<file path="src/design/ehbp_pkg.sv">
package ehbp_pkg;
    // array geometry
    localparam int ADDR_W = 7;
    localparam int DATA_W = 8;
    localparam int DEPTH = 128;
    // an erased byte reads as all ones
    localparam logic [DATA_W-1:0] ERASED_BYTE = 8'hFF;
    // programming time, counted in edges of the programming clock
    localparam int PROG_TIME_MS = 20;
    localparam int PROG_CLK_KHZ = 50;
    localparam int PROG_TICKS = PROG_TIME_MS * PROG_CLK_KHZ;
    localparam int TICK_W = 16;
    localparam logic [TICK_W-1:0] PROG_TICKS_C = TICK_W'(PROG_TICKS);
    localparam logic [TICK_W-1:0] TICK_ZERO = 16'h0000;
    localparam logic [TICK_W-1:0] TICK_ONE = 16'h0001;
    // operating mode as decoded from the strobes
    typedef enum logic [4:0] {
        EHBP_STANDBY   = 5'b0_0001,
        EHBP_READ_SEP  = 5'b0_0010,
        EHBP_READ_MUX  = 5'b0_0100,
        EHBP_PROG_SEP  = 5'b0_1000,
        EHBP_PROG_MUX  = 5'b1_0000
    } ehbp_mode_e;
    // sequencer states
    typedef enum logic [2:0] {
        EHBP_IDLE  = 3'b001,
        EHBP_BUSY  = 3'b010,
        EHBP_WRITE = 3'b100
    } ehbp_state_e;
endpackage

</file>
<file path="src/design/ehbp_sync.sv">
// two-stage synchroniser for pin levels
module ehbp_sync #(
    parameter int W = 1
) (
    input wire logic clk_i,
    input wire logic rst_i,
    input wire logic en_i,
    input wire logic [W-1:0] d_i,
    output logic [W-1:0] q_o
);
    logic [W-1:0] meta_reg;
    logic [W-1:0] meta_next;
    logic [W-1:0] q_reg;
    logic [W-1:0] q_next;

    // the first stage feeds only the second stage
    always_comb begin
        meta_next = en_i ? d_i : meta_reg;
        q_next = en_i ? meta_reg : q_reg;
    end

    always_ff @(posedge clk_i or posedge rst_i) begin
        if (rst_i) begin
            meta_reg <= '0;
            q_reg <= '0;
        end else begin
            meta_reg <= meta_next;
            q_reg <= q_next;
        end
    end

    assign q_o = q_reg;
endmodule

</file>
<file path="src/design/ehbp_top.sv">
// Notes on behaviour
// (RULE1) the address pins are caught in the address latch when the latch strobe falls.
// (RULE2) with separate buses the host may tie the latch strobe to the write strobe.
// (RULE3) a low write strobe starts reprogramming and its rising edge catches the data byte.
// (RULE4) the status output is low while reprogramming and high in read mode.
// (RULE5) in a read the output gate decides whether the byte drives the data pins.
// (RULE6) the data pins drive only when chip select and output gate are both active.
// (RULE7) there are five modes: read and program, each separate or multiplexed, and standby.
// (RULE8) with chip select inactive and no programming cycle running the part is in standby, ignores controls, status high.
// (RULE9) the timing input paces programming and may come from an RC net or a clock.
// (RULE10) the array is 128 bytes of 8 bits with a 7-bit address and 8-bit data port.
// (RULE11) programming latches address and data and times itself so the host is free.
// (RULE12) all inputs but the timing input, reset and clock enable are ignored while a programming cycle runs.
// (RULE13) with tied strobes the fall latches the address and the rise latches data.
// (RULE14) separate-bus reads use the live address pins, not the latch.
// (RULE15) the status stays low for the programming time paced by the programming clock.
// (RULE16) after programming, reading that address returns the programmed byte.
module ehbp_top
    import ehbp_pkg::*;
(
    // clock, reset, enable
    input wire logic CLOCK_I,
    input wire logic RESET_I,
    input wire logic CLK_EN_I,
    // host strobes, all active low except the latch strobe
    input wire logic CHIP_SEL_N_I,
    input wire logic OUT_GATE_N_I,
    input wire logic WRITE_N_I,
    input wire logic ADDR_LATCH_I,
    // bus mode: high when address and data share the data pins
    input wire logic MUX_BUS_I,
    // address pins
    input wire logic [ehbp_pkg::ADDR_W-1:0] BYTE_ADDRESS_PINS_I,
    // data pins as input, output and output enable
    input wire logic [ehbp_pkg::DATA_W-1:0] BYTE_IO_PINS_I,
    output logic [ehbp_pkg::DATA_W-1:0] BYTE_IO_PINS_O,
    output logic BYTE_IO_PINS_OE_O,
    // programming timing input
    input wire logic PROG_TIMING_I,
    // status
    output logic READY_NOT_BUSY_O,
    output ehbp_pkg::ehbp_mode_e MODE_O
);
    import ehbp_pkg::*;

    localparam int SW = 5 + ADDR_W + DATA_W + 1;

    logic [SW-1:0] raw;
    logic [SW-1:0] syn;
    logic cs_act;
    logic oe_act;
    logic we_act;
    logic cs_n;
    logic oe_n;
    logic we_n;
    logic ale;
    logic mux;
    logic tmg;
    logic [ADDR_W-1:0] a_pins;
    logic [DATA_W-1:0] d_pins;

    // every pin but clock, reset and enable is off-domain, so those pass two flops first; the active-low strobes
    // cross inverted so that the synchroniser's all-zero reset reads as idle and no
    // false strobe edge appears right after reset
    assign raw = {~CHIP_SEL_N_I, ~OUT_GATE_N_I, ~WRITE_N_I, ADDR_LATCH_I, MUX_BUS_I,
                  BYTE_ADDRESS_PINS_I, BYTE_IO_PINS_I, PROG_TIMING_I};

    ehbp_sync #(.W(SW)) u_sync (
        .clk_i(CLOCK_I),
        .rst_i(RESET_I),
        .en_i(CLK_EN_I),
        .d_i(raw),
        .q_o(syn)
    );

    assign {cs_act, oe_act, we_act, ale, mux, a_pins, d_pins, tmg} = syn;
    // back to pin polarity for the sequencer
    assign cs_n = ~cs_act;
    assign oe_n = ~oe_act;
    assign we_n = ~we_act;

    // array storage
    logic [DATA_W-1:0] mem [DEPTH]; // RULE10

    ehbp_state_e state_reg;
    ehbp_state_e state_next;
    logic [ADDR_W-1:0] alat_reg;
    logic [ADDR_W-1:0] alat_next;
    logic [DATA_W-1:0] dlat_reg;
    logic [DATA_W-1:0] dlat_next;
    logic [TICK_W-1:0] tick_reg;
    logic [TICK_W-1:0] tick_next;
    logic ale_d_reg;
    logic we_d_reg;
    logic tmg_d_reg;
    logic [DATA_W-1:0] dout_reg;
    logic [DATA_W-1:0] dout_next;
    logic oe_reg;
    logic oe_next;
    logic rdy_reg;
    logic rdy_next;
    ehbp_mode_e mode_reg;
    ehbp_mode_e mode_next;
    logic ale_fall;
    logic we_fall;
    logic we_rise;
    logic tmg_rise;
    logic [ADDR_W-1:0] rd_addr;

    // edges are taken on synchronised levels, never on first stages
    assign ale_fall = ale_d_reg & ~ale;
    assign we_fall = we_d_reg & ~we_n;
    assign we_rise = ~we_d_reg & we_n;
    assign tmg_rise = ~tmg_d_reg & tmg; // RULE9

    // separate reads use the live pins, multiplexed reads the latch
    // a separate-bus read follows the pins, so the host must hold the address
    assign rd_addr = mux ? alat_reg : a_pins; // RULE14

    // next-state for the sequencer, latches and outputs
    always_comb begin
        state_next = state_reg;
        alat_next = alat_reg;
        dlat_next = dlat_reg;
        tick_next = tick_reg;
        dout_next = dout_reg;
        oe_next = 1'b0;
        rdy_next = 1'b1;
        mode_next = EHBP_STANDBY;
        unique case (state_reg)
            EHBP_IDLE: begin
                if (!cs_n) begin // RULE8
                    // latch strobe falls, or the write strobe falls on a separate bus
                    if (ale_fall || (!mux && we_fall)) begin
                        alat_next = mux ? d_pins[ADDR_W-1:0] : a_pins; // RULE1 RULE13
                    end
                    if (we_rise && oe_n) begin
                        dlat_next = d_pins; // RULE3 RULE13
                        tick_next = PROG_TICKS_C;
                        state_next = EHBP_BUSY; // RULE11
                        rdy_next = 1'b0; // RULE4
                    end
                    if (!we_n || we_rise) begin
                        mode_next = mux ? EHBP_PROG_MUX : EHBP_PROG_SEP; // RULE7
                    end else begin
                        mode_next = mux ? EHBP_READ_MUX : EHBP_READ_SEP; // RULE7
                    end
                    // output drive needs both select and gate
                    if (!oe_n && we_n && !we_rise) begin // RULE5 RULE6
                        oe_next = 1'b1;
                        dout_next = mem[rd_addr];
                    end
                end
            end
            EHBP_BUSY: begin
                // pins other than the timing input are not looked at until the timer ends
                rdy_next = 1'b0; // RULE4 RULE12 RULE15
                // mode is held from the start cycle, the bus-mode pin is not read
                mode_next = mode_reg; // RULE12
                // one count per rising edge of the timing input
                if (tmg_rise) begin
                    tick_next = tick_reg - TICK_ONE;
                    if (tick_reg == TICK_ONE) begin
                        state_next = EHBP_WRITE;
                    end
                end
            end
            EHBP_WRITE: begin
                // commit the byte, then return to idle
                rdy_next = 1'b1;
                state_next = EHBP_IDLE;
                tick_next = TICK_ZERO;
            end
            default: begin
                state_next = EHBP_IDLE;
            end
        endcase
    end

    // state registers; the enable freezes everything
    always_ff @(posedge CLOCK_I or posedge RESET_I) begin
        if (RESET_I) begin
            state_reg <= EHBP_IDLE;
            alat_reg <= '0;
            dlat_reg <= '0;
            tick_reg <= TICK_ZERO;
            ale_d_reg <= 1'b0;
            we_d_reg <= 1'b1;
            tmg_d_reg <= 1'b0;
            dout_reg <= '0;
            oe_reg <= 1'b0;
            rdy_reg <= 1'b1;
            mode_reg <= EHBP_STANDBY;
        end else if (CLK_EN_I) begin
            // edge detectors keep tracking while busy so no stale edge fires later
            state_reg <= state_next;
            alat_reg <= alat_next;
            dlat_reg <= dlat_next;
            tick_reg <= tick_next;
            ale_d_reg <= ale;
            we_d_reg <= we_n;
            tmg_d_reg <= tmg;
            dout_reg <= dout_next;
            oe_reg <= oe_next;
            rdy_reg <= rdy_next;
            mode_reg <= mode_next;
        end
    end

    // array write; no reset so it can map to memory
    always_ff @(posedge CLOCK_I) begin
        if (CLK_EN_I && state_reg == EHBP_WRITE) begin
            mem[alat_reg] <= dlat_reg; // RULE16
        end
    end

    assign BYTE_IO_PINS_O = dout_reg;
    assign BYTE_IO_PINS_OE_O = oe_reg; // RULE6
    assign READY_NOT_BUSY_O = rdy_reg;
    assign MODE_O = mode_reg;
endmodule

</file>
<file path="config.mk">
export PLATFORM = sky130hd
export DESIGN_NAME = ehbp_top
export DESIGN_NICKNAME = d
export VERILOG_FILES = /design/src/design/ehbp_pkg.sv /design/src/design/ehbp_sync.sv /design/src/design/ehbp_top.sv
export SDC_FILE = /design/constraint.sdc
export NUM_CORES = 1
export LEC_CHECK = 0
export ABC_AREA = 1
export BUFFER_PORTS_ARGS = -buffer_cell sky130_fd_sc_hd__buf_2
export CELL_PAD_IN_SITES_DETAIL_PLACEMENT = 2
export CELL_PAD_IN_SITES_GLOBAL_PLACEMENT = 2
export CORE_MARGIN = 2
export CORE_UTILIZATION = 35
export CTS_BUF_LIST = sky130_fd_sc_hd__clkbuf_8 sky130_fd_sc_hd__clkbuf_16
export CTS_CLUSTER_SIZE = 20
export DETAILED_ROUTE_END_ITERATION = 10
export MAX_ROUTING_LAYER = met4
export PLACE_DENSITY_LB_ADDON = 0.15
export SLEW_MARGIN = 40
export SYNTH_ARGS = -nofsm -noshare
export SYNTH_HDL_FRONTEND = slang
export SYNTH_SLANG_ARGS = --single-unit
</file>
<file path="constraint.sdc">
create_clock -name CLOCK_I -period 3.5 [get_ports CLOCK_I]
set_clock_uncertainty 0.05 [all_clocks]
set_input_delay 0.35 -clock CLOCK_I [delete_from_list [all_inputs] [get_ports CLOCK_I]]
set_output_delay 0.35 -clock CLOCK_I [all_outputs]
set_load 0.05 [all_outputs]
</file>
# Word-level counts from Yosys, hierarchy flattened
# Memory sizes are Yosys's and may differ from the RTL's. A register that Yosys moved wholly into a read port is not among the register bits.
# Cells that the tools add are included.
# classes
addsub,1
n_eq_ne,8
mux,24
bitwise_logic,13
reduce_logical,16
# op_table
cell,count
2-to-1 mux 16 bit,3
case mux 16 bit (3 select lines),1
"== test 16 x 1 -> 1 bit, second input constant",1
"subtractor 16 x 1 -> 16 bit, second input constant",1
2-to-1 mux 3 bit,5
2-to-1 mux 5 bit,3
2-to-1 mux 7 bit,2
AND reduction 4 bit,3
case mux 5 bit (2 select lines),1
AND reduction 5 bit,2
inverter 1 bit,9
2-to-1 mux 1 bit,7
"inequality test 2 bit, second input constant",3
case mux 3 bit (2 select lines),1
logical AND 1 bit,5
AND 1 bit,4
"== test 3 x 1 -> 1 bit, second input constant",1
"== test 3 x 2 -> 1 bit, second input constant",1
"== test 3 bit, second input constant",1
nonzero test 3 bit,1
logical NOT 1 bit,2
logical OR 1 bit,2
"inequality test 2 x 1 -> 1 bit, second input constant",1
case mux 1 bit (2 select lines),1
AND reduction 2 bit,1
# totals
ff_bits,86
mem_bits_rw,1024
in_bits,24
output_inout_bits,15
word_cells,75
memories,1
# memory_table
memory,depth,width,rd,rd_ports_with_merged_regs,wr,line,rtl
mem,128,8,1,1,1,ehbp_top.sv:83,logic [DATA_W-1:0] mem [DEPTH];

# Logic depth before layout (Yosys ltp)
# depth
word_depth,7
mapped_depth,16
depth_no_buf,13

# Cells and area by module
# From an unflattened synthesis, not the netlist that was laid out.
# hier_totals
hier_cells,4508
area_unflattened_um2,47854.6
# by_module_without_submodules
module,n_inst,cells_per_inst,area_per_inst_um2
ehbp_top,1,4329,46220.6
ehbp_sync,1,179,1634.1

# Worst setup path after synthesis
# OpenSTA, ideal clock, no wires.
# synth_path
kind,flip-flop to flip-flop
start,register dlat_reg[0]
end,"memory mem[0][0], data pin"
setup_ns,0.503
t_arrival_ns,1.743
required_time_ns,2.947
setup_slack_ns,1.204
stages_incl_launch_ff,1
path_buffers,0
synth_period_minus_slack_ns,2.296
path_cell_list,dfrtp_1
# synth_rtl
element,line,rtl
from (decl),ehbp_top.sv:89,logic [DATA_W-1:0] dlat_reg;
from (signal assigned),ehbp_top.sv:198,dlat_reg <= dlat_next;
to (decl),ehbp_top.sv:83,
# No word-level cell before the write port.

# Worst setup path in the final report
# layout_path
start,register u_sync.q_reg[16] (netlist: u_sync.q_o[16])
end,register dout_reg[2] (netlist: BYTE_IO_PINS_O[2]) (read register of mem)
# layout_between
elab_chain_len,1
# layout_rtl
element,line,rtl
from (decl),ehbp_sync.sv:13,logic [W-1:0] q_reg;
from (signal assigned),ehbp_sync.sv:28,q_reg <= q_next;
2-to-1 mux 7 bit,ehbp_top.sv:118,assign rd_addr = mux ? alat_reg : a_pins;
to (decl),ehbp_top.sv:96,logic [DATA_W-1:0] dout_reg;
# No other way between the ends.
# A chain may end at the register's enable or synchronous reset.

==> out/summary.txt <==
final setup fails: 0
die area: 0.140 sq mm
Commonest cells post-synth: nand2_1 (1481), nand3_1 (1026), edfxtp_1 (1024)
EDFF count, synth: 1024
top post-synthesis cells by area: edfxtp_1 (64%), nand2_1 (12%), nand3_1 (11%)
Max Root-Sink Buffers: 3
routability cong.: 0.804
Switching Share: 35.2%
Nets: 4643
Pwr per Cell Area: 751 mW/mm^2
Async SR Flop Fraction: 8.41%
Worst Tran Pin Value: 880 ps
Initial Util: 35.3%
post-synthesis area per instance: 10.7 sq um
sequential power share: 41.5%
Synth Warn #: 0
sequential element share of the synthesized area: 69.0%
Top-Level Pins: 39
Rows: 135
synth unique cells: 43
reg2reg setup slack: 340 ps
final-report hold violation count: 0
Die Height: 374 um
vias in the first global route: 37700
P_int: 27.2 mW
most common cell in the netlist: nand2_1
Rel. slew slack: 41.1%
class of the worst hold path: in2async
initial antenna violation count: 5
CTS root buf: clkbuf_16
share of the synthesized area in the top cell type: 64.1%
Leak: 22.0 nW
max_cap viols: 0
R2R cell count: 14
fmax: 0.316 GHz
Worst-Skew Late Latency: 770 ps
count of input and output buffers: 38
clock power share: 33.0%
max-slew violations: 0
total grt overflow: 0
H-tree levels: 4
Comb power frac: 25.5%
chip width: 374 um
fillers: 14200
first-pass GRT wire length: 253000 um
placed wire-length estimate: 102000 um
Clock Sinks: 1118
via count: 35000
WL final: 167000 um
remaining antenna violation count after routing: 0
Post-Syn Instances: 4503
startpoint class of the critical path: flop
Post-CTS Setup Inserts: 0
Mapped Nets: 4529
routed vias/inst: 5.38
area grow syn2layout: 16.4%
total clock buffers created by CTS: 135
Final period util: 90.3%
core region area: 0.136 sq mm
reg-to-reg startpoint: u_sync.q_o[16]
share of layout cells above drive strength 1: 10.5%
Required @ worst endpoint: 4110 ps
mapped cell area: 0.0480 sq mm
gr usage total: 24.7%
minimum clock period: 3160 ps
RSZ-0062 raised after global routing: no
clock-pin slew on the worst setup and hold paths: 60 ps
Residual DRC: 0
wire length per cell: 25.7 um
sum of negative setup slack: 0 ps
commonest register cell after synthesis: edfxtp_1
largest net degree at the start of global routing: 96
crit path DAT: 3770 ps
Setup WS post-layout: 340 ps
worst setup path class: reg2reg
first-iteration detailed-routing DRC count: 2716
R2R Path End: BYTE_IO_PINS_O[2]
VDD IR-drop max: 0.505 mV
Detailed Routing Iterations Pass 1: 7
TritonCTS clock tree: yes
worst-path fanout max: 51
Place WS: 181 ps
Switch Pwr: 14.8 mW
run status: complete, no violations
max reg flops: 1024
area leader, netlist: edfxtp_1
crit path capture type: flop
Seq cells post-synth: 1118
[kinds of logic (layout without fill, tap and decap cells)]
kind of cell,Yosys count,after routing,synth area share [%]
buffers and inverters,531,756,4.93
XOR/XNOR,1,1,0.0183
other,0,1,0
adder cells (fa/ha/maj),2,2,0.0522
AND/OR/NAND/NOR,2701,2701,24.0
AO/OA/AOI/OAI,150,150,1.98
flip-flops,1118,1118,69.0
[placed cells by master, fill, tap and decap left out, types with 5 or more instances in the layout]
| master | count |
|---|---|
| edfxtp_1 | 1024 |
| nor3_1 | 7 |
| nor2_2 | 19 |
| nor2_1 | 155 |
| o21ai_0 | 52 |
| inv_1 | 262 |
| dfrtp_1 | 81 |
| nand2_2 | 5 |
| bufinv_16 | 8 |
| a21oi_1 | 21 |
| buf_4 | 158 |
| clkinv_1 | 31 |
| clkinv_2 | 24 |
| o211ai_1 | 56 |
| nand2_1 | 1478 |
| dlygate4sd3_1 | 23 |
| buf_2 | 38 |
| dfrtp_4 | 8 |
| buf_12 | 48 |
| clkbuf_16 | 144 |
| nand3_1 | 1022 |
| nand3_2 | 5 |
[area by class of cell]
cell class                 instances  area (sq um)  area share [%]
inverter                         240           911            1.63
tap                             1781          2230            3.99
antenna                            1          2.50         0.00448
timing repair buffer             268          2580            4.62
clock buffer                     148          3660            6.55
clock inverter                   100           692            1.24
multi-input combinational       2854         12600            22.6
sequential                      1118         33100            59.3
[worst max path at each step]
stage                         to  cells past startpoint           start  slack (ps)
5_1_grt        BYTE_IO_PINS_O[1]                     15  u_sync.q_o[16]          90
4_1_cts        BYTE_IO_PINS_O[7]                     13  u_sync.q_o[16]         180
3_5_place_dp   BYTE_IO_PINS_O[7]                     13  u_sync.q_o[16]         180
3_3_place_gp   BYTE_IO_PINS_O[5]                     13  u_sync.q_o[16]         220
6_report       BYTE_IO_PINS_O[2]                     14  u_sync.q_o[16]         340
2_1_floorplan  BYTE_IO_PINS_OE_O                      1         RESET_I         660
[power by group through the flow]
stage / sequential [mW] / combinational [mW] / clock, mW
6_report: 17.4 / 10.7 / 13.9
5_1_grt: 17.5 / 11.6 / 14.6
4_1_cts: 17.5 / 10.8 / 14.1
3_5_place_dp: 17.7 / 10.7 / 0
3_3_place_gp: 17.8 / 10.4 / 0
2_1_floorplan: 17.9 / 5.22 / 0
[stage by stage]
step                      power [mW]  hold WS [ps]  cells  utilization [%]  cell area, sq um
after floorplan                 23.1           387   4503                -             48000
after global placement          28.2           401   6237             37.7             51200
after detailed placement        28.4           412   6238             37.7             51200
after CTS                       42.4           189   6509             41.1             55800
after global routing            43.8           227   6510             41.1             55800
final                           42.0           186   6510             41.1             55800
[worst max-delay path, stage by stage (launching register included)]
cell	delay, ps
dfrtp_2	490
inv_4	200
nand2_8	170
nand2_8	240
buf_12	310
buf_12	250
nand2_1	70
nand3_1	70
nand3_1	140
nand3_1	140
nand3_1	260
nand3_1	220
nand3_1	190
nand3_1	140
nand2_1	50
[routing by layer]
| layer | global-route usage [%] | wire length (um) | up-vias | part of all wire, % |
|---|---|---|---|---|
| met5 | - | 0 | - | 0 |
| met4 | 5.87 | 3060 | 0 | 1.8 |
| met3 | 2.85 | 6420 | 208 | 3.8 |
| met2 | 39.0 | 79800 | 681 | 48 |
| met1 | 34.2 | 78200 | 18400 | 47 |
| li1 | - | - | 15700 | - |
[repair_timing]
action | in CTS | in global routing
gates resized for setup | 0 | 2
hold buffers | 23 | 0
setup endpoints to repair | 0 | 2
hold endpoints to repair | 89 | 0
Power figures use the tool's default switching activity.
